===== src/rtl/pdcmr_pkg.sv =====
// pdcmr_pkg: shared constants and types of the control message responder pair
// assumes one 250 MHz clock on both ends, synchronous active-low reset
package pdcmr_pkg;
  // message codes carried on the link
  typedef enum logic [3:0] {
    PDCMR_MSG_NONE = 4'h0,
    PDCMR_MSG_ACCEPT = 4'h1,
    PDCMR_MSG_WAIT = 4'h2,
    PDCMR_MSG_PS_RDY = 4'h3,
    PDCMR_MSG_VCONN_SWAP = 4'h4,
    PDCMR_MSG_NOT_SUPP = 4'h5,
    PDCMR_MSG_SOFT_RESET = 4'h6,
    PDCMR_MSG_REQUEST = 4'h7,
    PDCMR_MSG_PR_SWAP = 4'h8,
    PDCMR_MSG_DR_SWAP = 4'h9,
    PDCMR_MSG_SRC_ALERT = 4'hA,
    PDCMR_MSG_GET_SRC_ST = 4'hB,
    PDCMR_MSG_FR_SWAP = 4'hC,
    PDCMR_MSG_HARD_RESET = 4'hD,
    PDCMR_MSG_GOODCRC = 4'hE,
    PDCMR_MSG_OTHER = 4'hF
  } pdcmr_msg_t;
  // packet start kinds
  typedef enum logic [1:0] {
    PDCMR_SOP = 2'h0,
    PDCMR_SOP_P = 2'h1,
    PDCMR_SOP_PP = 2'h2
  } pdcmr_sop_t;
  // timing, ns figures and derived cycle counts
  localparam int PDCMR_CLK_NS = 4;
  localparam int PDCMR_T_RESP_NS = 15000;      // tReceiverResponse, longest
  localparam int PDCMR_T_VCON_ON_NS = 50000;   // tVCONNSourceOn, longest
  localparam int PDCMR_T_VCOFF_NS = 25000;     // tVCONNSourceOff, longest
  localparam int PDCMR_T_HARD_NS = 5000;       // tHardReset, longest
  localparam int PDCMR_T_FRS_NS = 50;          // tFRSwapInit, least
  localparam int PDCMR_T_CRC_NS = 1000;        // CRC receive timer
  localparam int PDCMR_RESP_CYC = PDCMR_T_RESP_NS / PDCMR_CLK_NS;
  localparam int PDCMR_VCON_ON_CYC = PDCMR_T_VCON_ON_NS / PDCMR_CLK_NS;
  localparam int PDCMR_VCOFF_CYC = PDCMR_T_VCOFF_NS / PDCMR_CLK_NS;
  localparam int PDCMR_HARD_CYC = PDCMR_T_HARD_NS / PDCMR_CLK_NS;
  localparam int PDCMR_FRS_CYC = (PDCMR_T_FRS_NS + PDCMR_CLK_NS - 1) / PDCMR_CLK_NS;
  localparam int PDCMR_CRC_CYC = PDCMR_T_CRC_NS / PDCMR_CLK_NS;
  localparam int PDCMR_N_RETRY = 2;            // nRetryCount
  localparam int PDCMR_TW = 16;                // timer width
  localparam logic [PDCMR_TW-1:0] PDCMR_TMR_RST = 16'h0000;
  localparam logic [1:0] PDCMR_RETRY_RST = 2'h0;
endpackage : pdcmr_pkg


===== src/rtl/pdcmr_link_if.sv =====
// pdcmr_link_if: message link joining the two ends
// assumes both ends share one clock; a message is a one-cycle strobe
`timescale 1ns/1ns
interface pdcmr_link_if;
  import pdcmr_pkg::*;
  logic a_vld;            // message from device end, pulse
  pdcmr_msg_t a_msg;
  pdcmr_sop_t a_sop;
  logic b_vld;            // message from partner end, pulse
  pdcmr_msg_t b_msg;
  pdcmr_sop_t b_sop;
  logic frs_sig;          // fast role swap signal, partner drives, level
  modport dev (output a_vld, output a_msg, output a_sop,
    input b_vld, input b_msg, input b_sop, input frs_sig);
  modport prt (input a_vld, input a_msg, input a_sop,
    output b_vld, output b_msg, output b_sop, output frs_sig);
endinterface : pdcmr_link_if


===== src/rtl/pdcmr_device.sv =====
// pdcmr_device: documented port end, control message responder
// assumes link messages are one-cycle strobes on the shared clock
// Contract
// - vconn capable port supports vconn swap
// - vconn swap request answered with accept
// - new supplier sends ps_rdy within limit
// - old supplier stops vconn after ps_rdy
// - roles and cc resistors kept during swap
// - vconn make before break
// - become vconn supplier before cable talk
// - not supported lets port take vconn
// - wait answers request or role swaps
// - wait sent within receiver response time
// - request wait only under explicit contract
// - sink request spacing kept by partner
// - failed soft reset escalates to hard reset
// - soft reset keeps power roles
// - soft reset targets packet kind only
// - soft reset cable after vconn swap
// - unsupported messages get not supported
// - source alert triggers status re-read
// - fast swap request sent, accept answer
// - fast swap clears protocol counters
// - host sink ignores sop prime early
// - fast swap flips cc resistors
`timescale 1ns/1ns
module pdcmr_device
  import pdcmr_pkg::*;
(
  input wire logic clock,
  input wire logic rst_n,
  pdcmr_link_if.dev link,
  input wire logic vconn_capable,  // port may supply vconn
  input wire logic busy,           // cannot act now, answer wait
  input wire logic contract,       // explicit contract present
  input wire logic is_source,      // present power role
  input wire logic is_dfp,         // present data role
  input wire logic cable_req,      // user wants to talk to cable
  input wire pdcmr_sop_t cable_sop,
  input wire logic sr_fail,        // soft reset got no goodcrc
  input wire logic detach,         // detach seen
  output logic vconn_on_r,         // vconn supplier
  output logic rp_on_r,            // cc pull-up (else pull-down)
  output logic cable_go_r,         // cable talk allowed, pulse
  output logic hard_reset_r,       // start hard reset, pulse
  output logic proto_clr_r,        // clear msg id/retry/caps, pulse
  output logic sop_p_ena_r,        // sop prime reception enabled
  output logic [1:0] sr_target_r   // last soft reset target
);
  typedef enum logic [2:0] {
    S_IDLE = 3'b000,
    S_VC_REQ = 3'b001,    // sent vconn swap, awaiting answer
    S_VC_ON = 3'b011,     // turned on, sending ps_rdy
    S_VC_OFF = 3'b010,    // partner swap accepted, awaiting its ps_rdy to drop vconn
    S_SRST = 3'b110,      // soft reset to cable in flight
    S_FRS = 3'b111,       // fast swap delay then request
    S_FRS_W = 3'b101      // awaiting fast swap accept
  } pdcmr_st_t;
  typedef struct packed {
    pdcmr_st_t st;
    logic vld;
    pdcmr_msg_t msg;
    pdcmr_sop_t sop;
    logic vconn;
    logic rp;
    logic go;
    logic hr;
    logic clr;
    logic sope;
    logic [1:0] tgt;
    logic [1:0] cab_rst;   // per sop' / sop'' reset done since swap
    logic vc_forced;       // allowed to supply after not supported
    logic [1:0] retry;
    logic [PDCMR_TW-1:0] tmr;
    logic frs_s1;
    logic frs_s2;
    logic frs_d;
  } pdcmr_dev_st_t;
  pdcmr_dev_st_t st_r, st_nxt;
  logic [1:0] sop_bit;     // cab_rst index of cable_sop

  // main responder; incoming answers take priority over own requests
  always_comb begin
    st_nxt = st_r;
    sop_bit = (cable_sop == PDCMR_SOP_PP) ? 2'b10 : 2'b01;
    st_nxt.vld = 1'b0;
    st_nxt.msg = PDCMR_MSG_NONE;
    st_nxt.sop = PDCMR_SOP;
    st_nxt.go = 1'b0;
    st_nxt.hr = 1'b0;
    st_nxt.clr = 1'b0;
    st_nxt.frs_s1 = link.frs_sig;
    st_nxt.frs_s2 = st_r.frs_s1;
    st_nxt.frs_d = st_r.frs_s2;
    st_nxt.sope = !(is_dfp && !is_source && !contract);
    if (st_r.tmr != PDCMR_TMR_RST) begin
      st_nxt.tmr = st_r.tmr - 16'h0001;
    end
    if (detach) begin
      st_nxt.vc_forced = 1'b0;
      st_nxt.vconn = st_r.vconn && !st_r.vc_forced; // forced supply ends with attach
      st_nxt.cab_rst = 2'b00;
    end
    // answers to incoming messages, sent next cycle, well inside response time
    if (link.b_vld && !(link.b_sop == PDCMR_SOP_P && !st_r.sope)) begin
      unique case (link.b_msg)
        PDCMR_MSG_VCONN_SWAP: begin
          st_nxt.vld = 1'b1;
          if (!vconn_capable) begin
            st_nxt.msg = PDCMR_MSG_NOT_SUPP;
          end else if (busy) begin
            st_nxt.msg = PDCMR_MSG_WAIT;
          end else begin
            st_nxt.msg = PDCMR_MSG_ACCEPT;
            if (!st_r.vconn) begin
              st_nxt.st = S_VC_ON;
              st_nxt.vconn = 1'b1;
              st_nxt.tmr = 16'(PDCMR_VCON_ON_CYC);
            end else begin
              st_nxt.st = S_VC_OFF;
            end
          end
        end
        PDCMR_MSG_PR_SWAP, PDCMR_MSG_DR_SWAP: begin
          st_nxt.vld = 1'b1;
          st_nxt.msg = busy ? PDCMR_MSG_WAIT : PDCMR_MSG_ACCEPT;
        end
        PDCMR_MSG_REQUEST: begin
          st_nxt.vld = 1'b1;
          st_nxt.msg = (busy && contract) ? PDCMR_MSG_WAIT : PDCMR_MSG_ACCEPT;
        end
        PDCMR_MSG_PS_RDY: begin
          if (st_r.st == S_VC_OFF) begin
            st_nxt.vconn = 1'b0;
            st_nxt.cab_rst = 2'b00;
            st_nxt.st = S_IDLE;
          end
        end
        PDCMR_MSG_NOT_SUPP: begin
          if (st_r.st == S_VC_REQ) begin
            st_nxt.vc_forced = 1'b1;
            st_nxt.vconn = 1'b1;
            st_nxt.cab_rst = 2'b00;
            st_nxt.st = S_IDLE;
          end
        end
        PDCMR_MSG_ACCEPT: begin
          if (st_r.st == S_VC_REQ) begin
            st_nxt.vconn = 1'b1;
            st_nxt.vld = 1'b1;
            st_nxt.msg = PDCMR_MSG_PS_RDY;
            st_nxt.cab_rst = 2'b00;
            st_nxt.st = S_IDLE;
          end else if (st_r.st == S_FRS_W) begin
            st_nxt.rp = 1'b1;
            st_nxt.clr = 1'b1;
            st_nxt.retry = PDCMR_RETRY_RST;
            st_nxt.st = S_IDLE;
          end
        end
        PDCMR_MSG_FR_SWAP: begin
          st_nxt.vld = 1'b1;
          st_nxt.msg = PDCMR_MSG_ACCEPT;
          st_nxt.rp = 1'b0;
          st_nxt.clr = 1'b1;
          st_nxt.retry = PDCMR_RETRY_RST;
        end
        PDCMR_MSG_SRC_ALERT: begin
          st_nxt.vld = 1'b1;
          st_nxt.msg = PDCMR_MSG_GET_SRC_ST;
        end
        PDCMR_MSG_SOFT_RESET: begin
          st_nxt.vld = 1'b1;
          st_nxt.msg = PDCMR_MSG_ACCEPT;
          st_nxt.clr = 1'b1;
        end
        PDCMR_MSG_WAIT: begin
          if (st_r.st == S_VC_REQ) st_nxt.st = S_IDLE;
        end
        PDCMR_MSG_GOODCRC, PDCMR_MSG_GET_SRC_ST,
        PDCMR_MSG_NONE, PDCMR_MSG_HARD_RESET: ;
        default: begin
          st_nxt.vld = 1'b1;
          st_nxt.msg = PDCMR_MSG_NOT_SUPP;
        end
      endcase
    end else begin
      // own sequences; vconn and cc roles untouched by soft reset
      unique case (st_r.st)
        S_IDLE: begin
          if (st_r.frs_d == 1'b0 && st_r.frs_s2 && !is_source) begin
            st_nxt.st = S_FRS;
            st_nxt.tmr = 16'(PDCMR_FRS_CYC);
          end else if (cable_req && !st_r.vconn) begin
            st_nxt.vld = 1'b1;
            st_nxt.msg = PDCMR_MSG_VCONN_SWAP;
            st_nxt.st = S_VC_REQ;
          end else if (cable_req && (st_r.cab_rst & sop_bit) == 2'b00
                       && cable_sop != PDCMR_SOP) begin
            st_nxt.vld = 1'b1;
            st_nxt.msg = PDCMR_MSG_SOFT_RESET;
            st_nxt.sop = cable_sop;
            st_nxt.tgt = cable_sop;
            st_nxt.retry = PDCMR_RETRY_RST;
            st_nxt.tmr = 16'(PDCMR_CRC_CYC);
            st_nxt.st = S_SRST;
          end else if (cable_req) begin
            st_nxt.go = 1'b1;
          end
        end
        S_SRST: begin
          if (!sr_fail) begin
            st_nxt.cab_rst = st_r.cab_rst | sop_bit;
            st_nxt.st = S_IDLE;
          end else if (st_r.tmr == PDCMR_TMR_RST) begin
            if (st_r.retry == 2'(PDCMR_N_RETRY)) begin
              st_nxt.hr = 1'b1;
              st_nxt.vc_forced = 1'b0;
              st_nxt.vconn = st_r.vconn && !st_r.vc_forced;
              st_nxt.st = S_IDLE;
            end else begin
              st_nxt.retry = st_r.retry + 2'h1;
              st_nxt.vld = 1'b1;
              st_nxt.msg = PDCMR_MSG_SOFT_RESET;
              st_nxt.sop = pdcmr_sop_t'(st_r.tgt);
              st_nxt.tmr = 16'(PDCMR_CRC_CYC);
            end
          end
        end
        S_FRS: begin
          if (st_r.tmr == PDCMR_TMR_RST) begin
            st_nxt.vld = 1'b1;
            st_nxt.msg = PDCMR_MSG_FR_SWAP;
            st_nxt.st = S_FRS_W;
          end
        end
        S_VC_ON: begin
          st_nxt.vld = 1'b1;
          st_nxt.msg = PDCMR_MSG_PS_RDY;
          st_nxt.cab_rst = 2'b00;
          st_nxt.st = S_IDLE;
        end
        S_VC_REQ, S_VC_OFF, S_FRS_W: ; // wait for partner, roles held
        default: st_nxt.st = S_IDLE;
      endcase
    end
  end

  // state register
  always_ff @(posedge clock) begin
    if (!rst_n) begin
      st_r <= '0;
    end else begin
      st_r <= st_nxt;
    end
  end

  assign link.a_vld = st_r.vld;
  assign link.a_msg = st_r.msg;
  assign link.a_sop = st_r.sop;
  assign vconn_on_r = st_r.vconn;
  assign rp_on_r = st_r.rp;
  assign cable_go_r = st_r.go;
  assign hard_reset_r = st_r.hr;
  assign proto_clr_r = st_r.clr;
  assign sop_p_ena_r = st_r.sope;
  assign sr_target_r = st_r.tgt;
endmodule : pdcmr_device


===== src/flat_wrapper.sv =====
// flat-port wrapper written by rule: the top's interface ports become plain ports
module pdcmr_device_flat import pdcmr_pkg::*;
  (clock, rst_n, vconn_capable, busy, contract, is_source, is_dfp, cable_req, cable_sop, sr_fail, detach, vconn_on_r, rp_on_r, cable_go_r, hard_reset_r, proto_clr_r, sop_p_ena_r, sr_target_r, link_a_vld, link_a_msg, link_a_sop, link_b_vld, link_b_msg, link_b_sop, link_frs_sig);
  pdcmr_link_if link_i ();
  input wire logic clock;
  input wire logic rst_n;
  input wire logic vconn_capable;
  input wire logic busy;
  input wire logic contract;
  input wire logic is_source;
  input wire logic is_dfp;
  input wire logic cable_req;
  input wire pdcmr_sop_t cable_sop;
  input wire logic sr_fail;
  input wire logic detach;
  output logic vconn_on_r;
  output logic rp_on_r;
  output logic cable_go_r;
  output logic hard_reset_r;
  output logic proto_clr_r;
  output logic sop_p_ena_r;
  output logic [1:0] sr_target_r;
  output wire logic [$bits(link_i.a_vld)-1:0] link_a_vld;
  output wire logic [$bits(link_i.a_msg)-1:0] link_a_msg;
  output wire logic [$bits(link_i.a_sop)-1:0] link_a_sop;
  input wire logic [$bits(link_i.b_vld)-1:0] link_b_vld;
  input wire logic [$bits(link_i.b_msg)-1:0] link_b_msg;
  input wire logic [$bits(link_i.b_sop)-1:0] link_b_sop;
  input wire logic [$bits(link_i.frs_sig)-1:0] link_frs_sig;
  assign link_a_vld = link_i.a_vld;
  assign link_a_msg = link_i.a_msg;
  assign link_a_sop = link_i.a_sop;
  assign link_i.b_vld = link_b_vld;
  assign link_i.b_msg = link_b_msg;
  assign link_i.b_sop = link_b_sop;
  assign link_i.frs_sig = link_frs_sig;
  pdcmr_device u_core (.clock(clock), .rst_n(rst_n), .link(link_i), .vconn_capable(vconn_capable), .busy(busy), .contract(contract), .is_source(is_source), .is_dfp(is_dfp), .cable_req(cable_req), .cable_sop(cable_sop), .sr_fail(sr_fail), .detach(detach), .vconn_on_r(vconn_on_r), .rp_on_r(rp_on_r), .cable_go_r(cable_go_r), .hard_reset_r(hard_reset_r), .proto_clr_r(proto_clr_r), .sop_p_ena_r(sop_p_ena_r), .sr_target_r(sr_target_r));
endmodule

===== config.mk =====
export PLATFORM = sky130hd
export DESIGN_NAME = pdcmr_device_flat
export DESIGN_NICKNAME = d
export VERILOG_FILES = /design/src/rtl/pdcmr_pkg.sv /design/src/rtl/pdcmr_link_if.sv /design/src/rtl/pdcmr_device.sv /design/src/flat_wrapper.sv
export SDC_FILE = /design/constraint.sdc
export NUM_CORES = 1
export LEC_CHECK = 0
export ABC_AREA = 1
export BUFFER_PORTS_ARGS = -buffer_cell sky130_fd_sc_hd__buf_2
export CORE_ASPECT_RATIO = 1.1
export CORE_MARGIN = 2
export CORE_UTILIZATION = 52
export DETAILED_ROUTE_END_ITERATION = 8
export PLACE_DENSITY = 0.82
export SYNTH_ARGS = -nofsm -noshare
export SYNTH_HDL_FRONTEND = slang
export SYNTH_SLANG_ARGS = --single-unit

===== constraint.sdc =====
create_clock -name clock -period 1.8 [get_ports clock]
set_clock_uncertainty 0.1 [all_clocks]
set_input_delay 0 -clock clock [delete_from_list [all_inputs] [get_ports clock]]
set_output_delay 0 -clock clock [all_outputs]
set_load 0.05 [all_outputs]

======== Yosys cells after proc, flatten, opt, wreduce, memory -nomap -nowiden ========
Cells that the tools add are included.
operators by class
  bitwise logic cells ..................... 11
  reductions and logical operators ........ 40
  $add $sub $neg .......................... 2
  equality and inequality tests ........... 45
  mux-type cells .......................... 74
operators with widths
  operator                                                                  count
  16-bit 2-to-1 mux                                                         6
  18-bit 2-to-1 mux                                                         3
  19-bit 2-to-1 mux                                                         2
  18-bit case mux with 2 select lines                                       1
  5-bit case mux with 7 select lines                                        1
  3-bit 2-to-1 mux                                                          11
  8-bit 2-to-1 mux                                                          4
  4-bit equality test (second input constant)                               7
  3-bit case mux with 4 select lines                                        2
  21-bit 2-to-1 mux                                                         1
  3-bit inequality test (second input constant)                             7
  2-bit 2-to-1 mux                                                          10
  5-bit case mux with 4 select lines                                        1
  1-bit 2-to-1 mux                                                          19
  4-bit by 3-bit equality test with 1-bit output (second input constant)    4
  16-bit zero test                                                          1
  16-bit nonzero test                                                       1
  16-bit by 1-bit subtractor with 16-bit output (second input constant)     1
  7-bit 2-to-1 mux                                                          2
  3-bit by 2-bit inequality test with 1-bit output (second input constant)  4
  2-bit case mux with 2 select lines                                        3
  1-bit logical AND                                                         11
  11-bit 2-to-1 mux                                                         1
  11-bit AND reduction                                                      1
  other kinds (39)                                                          68
storage, ports and cells
  input port bits ......................... 20
  register bits ........................... 42
  logic and storage cells ................. 190

======== Longest topological paths before layout ========
  word-level depth ........................ 11
  mapped depth ............................ 12

======== Worst setup path after synthesis ========
OpenSTA, ideal clock, no wires.
  path kind ............................... flip-flop to flip-flop
  from .................................... register u_core.st_r, in the netlist u_core.sop_p_ena_r
  to ...................................... register u_core.st_r[16] in the netlist's numbering
  data arrival time ....................... 1.594 ns
  buffers on the path ..................... 0
  path slack .............................. -0.009 ns
  cell stages (with the launch flop) ...... 8
  path through ............................ dfxtp_1 nand3b_1 nand2_1 nand2_1 clkinv_1 nand3_2 nand2_2 and2_1
between the ends
  word-level cells in the longest chain between the ends .. 5
ends and longest elaborated chain
  item                    RTL line             text
  start, declared         pdcmr_device.sv:79   pdcmr_dev_st_t st_r, st_nxt;
  start signal, assigned  pdcmr_device.sv:254  st_r <= st_nxt;
  1-bit zero test         pdcmr_device.sv:105  if (link.b_vld && !(link.b_sop == PDCMR_SOP_P && !st_r.sope)) begin
  1-bit logical AND       pdcmr_device.sv:105
  1-bit zero test         pdcmr_device.sv:105
  1-bit logical AND       pdcmr_device.sv:105
  21-bit 2-to-1 mux       pdcmr_device.sv:105
Every way passes these cells.
A chain may end at the register's enable or synchronous reset.

======== Final worst setup path ========
  from .................................... register u_core.st_r[3] in the netlist's numbering
  to ...................................... register u_core.st_r[39] in the netlist's numbering
between the ends
  word-level cells in the longest chain between the ends .. 3
  elaborated cells between the ends (all ways) .. 4
  classes of those cells .................. eq/ne: 2; reduce/logical: 2
ends and longest elaborated chain
  item                                                                                                                                   RTL line
  16-bit zero test (*)                                                                                                                   pdcmr_device.sv:215, pdcmr_device.sv:231
  4-bit by 2-bit inequality test with 1-bit output (no source line) or 3-bit by 1-bit inequality test with 1-bit output (tied branches)  n/a
  11-bit AND reduction (no source line) (*)                                                                                              n/a
Mark *: on every way between the ends. The rest lies on a longest branch, timed or not.

==> metrics.md <==
| Metric | Value |
|---|---|
| Status | completed |
| GP Congestion | approximately 0.93 |
| Area of the mapped netlist | roughly 0.0027 mm^2 |
| Port Buffers | 34 |
| First-pass GRT wire length | roughly 12000 um |
| Worst Tran Pin Value | around 0.34 ns |
| Top cell type's share of synthesized area | between 30% and 40% |
| Hpwl dp | ~5300 um |
| Slew HR | 76.9% |
| Cells after Synth | between 400 and 500 |
| Final nets | 480 |
| Final setup viols | 0 |
| Clk_lat worst skew | between 0.2 and 0.3 ns |
| Top area cells in the synthesized netlist | dfxtp_1 (31%), nand2_1 (14%), nor2_1 (7.5%), nand3_1 (5.9%), inv_1 (5.7%) |
| CTS Buffer Depth | 2 |
| Syn avg cell area | approximately 6.6 um^2 |
| Hold depth | 3 |
| Die width | about 73 um |
| Post-Syn Nets | roughly 430 |
| TritonCTS clock tree | yes |
| Core Rows | 27 |
| Fillers | 451 |
| Detail Route Antenna Nets | 0 |
| Die height | ~80 um |
| Leak Pwr | approximately 1.5 nW |
| I/O pin count | 35 |
| Worst r2r path cells | 10 |
| Grt ovf | 0 |
| Detailed-route DRC error count | 0 |
| Clk slew on worst S/H paths | roughly 0.080 ns |
| Routed WL | 7040 um |
| H-tree levels | 2 |
| Share of post-route cells with drive strength above 1 | between 20 and 25% |
| Area delta synth->final | 17.7% |
| Pwr dens | approximately 1400 mW/mm^2 |
| Die area | 0.00580 mm^2 |
| Vias in the first global route | approximately 2700 |
| Synth Warn # | 0 |
| Worst hold-check path type | in2reg |
| TritonCTS Sinks | between 40 and 50 |
| Total global routing track utilization | between 20 and 30% |
| Post-CTS Setup Inserts | 0 |
| Synth area leader | dfxtp_1 |
| Final worst-path cycle share | a little over nine tenths |
| Wire per inst | around 14 um |
| Pwr Total | about 0.0045 W |
| Initial DRC Count | roughly 190 |
| Core Footprint | roughly 0.0050 mm^2 |
| Largest net degree at the start of global routing | 13 |
| Inserted Diodes | 0 |
| EDFF count, synth | 0 |
| Max Slew Vio Count | 0 |
| Critical path's largest stage delay | roughly 0.34 ns |
| Fmax | approximately 0.58 GHz |
| Fin. Hold Viols | 0 |
| Fin crit period | between 1.5 and 2 ns |
| CP Cell Sequence | inv_1 -> ha_2 -> nand2_4 -> nor2_8 -> nand3_1 -> nand2_1 -> nand2_1 -> o21ai_0 -> a21oi_2 -> nor2_1 |
| Worst Path Arrival | ~1.9 ns |
| FFs w/ async S/R, synth | 0% |
| Non-filler cells, final | a little over 500 |
| Setup TNS | 0 ns |
| Inst Count DP | approximately 500 |
| Post-synthesis cell type count | 39 |
| Vias per cell | about 5.5 |
| Max cap viols | 0 |
| Seq/Total Area, Yosys | a little under a third |
| CP Capture Type | flop |
| Drt pass-1 iters | 5 |
| Starting Density | 54.1% |
| Initial antenna violation count | 0 |
| Worst vdd ir | roughly 0.00058 V |
| CP Class | reg2reg |
| #FFs+latches synth | 42 |
| Top fanout value on the critical path | 5 |
| Top_reg_cell synth | dfxtp_1 |
| Critical path launch point type | flop |
| CP required | 1.94 ns |
| Vias | around 2900 |
| Total CTS buffers | 5 |
| CTS root buf | clkbuf_8 |
| Worst-path cell with the longest stage delay | dfxtp_2 |
| Most common cell on crit path | nand2_1 |
==> cell usage in the layout, fill, tap and decap left out, drive strengths merged <==
cell type | Yosys | final
xor2 | 4 | 4
nand3b | 4 | 4
buf | 10 | 39
nor4 | 2 | 2
o211ai | 3 | 3
ha | 1 | 1
inv | 50 | 50
nor2 | 68 | 68
clkinvlp | 0 | 1
nor3 | 10 | 10
nand4 | 6 | 6
and2 | 2 | 2
xnor2 | 2 | 2
a32oi | 1 | 1
dfxtp | 42 | 42
o21ai | 27 | 27
nand3 | 38 | 38
nand2 | 108 | 108
a2bb2oi | 1 | 1
a21oi | 27 | 27
or2 | 2 | 2
o22ai | 2 | 2
clkbuf | 0 | 6
bufinv | 0 | 1
a211oi | 1 | 1
dlygate4sd3 | 0 | 11
==> synth_stat cells, types with 2 or more instances <==
library cell / number
nand2_1: 100
nor2_1: 54
dfxtp_1: 42
inv_1: 41
nand3_1: 32
a21oi_1: 27
o21ai_0: 17
buf_4: 10
inv_2: 9
nor2_2: 9
nor3_1: 9
o21ai_1: 9
nand2_2: 5
nand3_2: 5
nand3b_1: 4
nand4_1: 4
xor2_1: 4
nand2_4: 3
nor2_4: 3
o211ai_1: 3
nor2_8: 2
o22ai_1: 2
xnor2_1: 2
==> flip-flops by register name (all words and copies together) (netlist names) <==
register	cells
u_core.st_r	25
u_core.link.a_msg	4
u_core.link.a_sop	2
u_core.sr_target_r	2
u_core.st_nxt	2
u_core.cable_go_r	1
u_core.hard_reset_r	1
u_core.link.a_vld	1
u_core.proto_clr_r	1
u_core.rp_on_r	1
u_core.sop_p_ena_r	1
u_core.vconn_on_r	1
==> power by group <==
part	total, W	switching, W	internal (W)	leakage (nW)
Combinational	0.00248	0.00164	0.000832	1.14
Sequential	0.00128	0.000164	0.00112	0.344
Clock	0.000758	0.000314	0.000444	0.0573
==> routing by layer <==
layer / up-vias / global-route usage, % / wire length, um
met2: 127 / 44.4 / 3430
met1: 1296 / 31.7 / 2930
li1: 1426 / - / -
met3: 18 / 4.55 / 507
met5: - / 0 / 0
met4: 0 / 9.44 / 164
==> critical path, delay by kind of cell (launching register included) <==
kind,cells,cell delay (ns)
AOI/OAI and AO/OA,2,0.15
adders and majority gates,1,0.22
buffers and inverters,1,0.08
DFF,1,0.34
and+or+nand+nor,6,0.76
==> logic make-up (layout without fill, tap and decap cells) <==
kind of cell,count (synthesis),in the layout,share of synthesized area [%]
xor+xnor,6,6,1.94
compound gates,62,62,12.3
flops,42,42,31.1
simple gates,240,240,44.3
fa+ha+maj,1,1,0.462
buf+inv,61,108,9.85
==> metrics by stage <==
| stage | hold WS [ns] | util, % | setup slack [ns] | cell area, um^2 |
|---|---|---|---|---|
| final | 0.0284 | 63.7 | 0.0786 | 3190 |
| after global routing | 0.0466 | 63.7 | -0.0176 | 3190 |
| after detailed placement | 0.0785 | 58.3 | 0.0550 | 2910 |
| after floorplan | -0.0131 | - | 0.0498 | 2710 |
| after global placement | 0.0752 | 58.3 | 0.141 | 2910 |
| after CTS | 0.0173 | 62.7 | 0.0393 | 3140 |
==> final cells by class <==
type,count,area (um^2),share of cell area [%]
Tap cell,58,72.6,2.28
Multi-Input combinational cell,309,1640,51.6
Inverter,51,195,6.13
Sequential cell,42,843,26.5
Clock inverter,1,30.0,0.943
Timing Repair Buffer,50,318,9.98
Clock buffer,6,82.6,2.59
==> what timing repair did <==
item | 4_1_cts | 5_1_grt
setup endpoints to repair | 0 | 13
endpoints found under the hold margin | 17 | 0
hold buffers | 11 | 0
gates resized for setup | 0 | 13
==> path summary, 6_finish.rpt <==
path	startpoint	to	slack, ns
max	u_core.st_r[3]	u_core.st_r[39]	0.08
min reg2reg	u_core.st_nxt[1]	u_core.st_nxt[0]	0.33
max reg2reg	u_core.st_r[3]	u_core.st_r[39]	0.08
min	link_b_msg[2]	u_core.st_r[21]	0.03
Power figures use the tool's default switching activity.
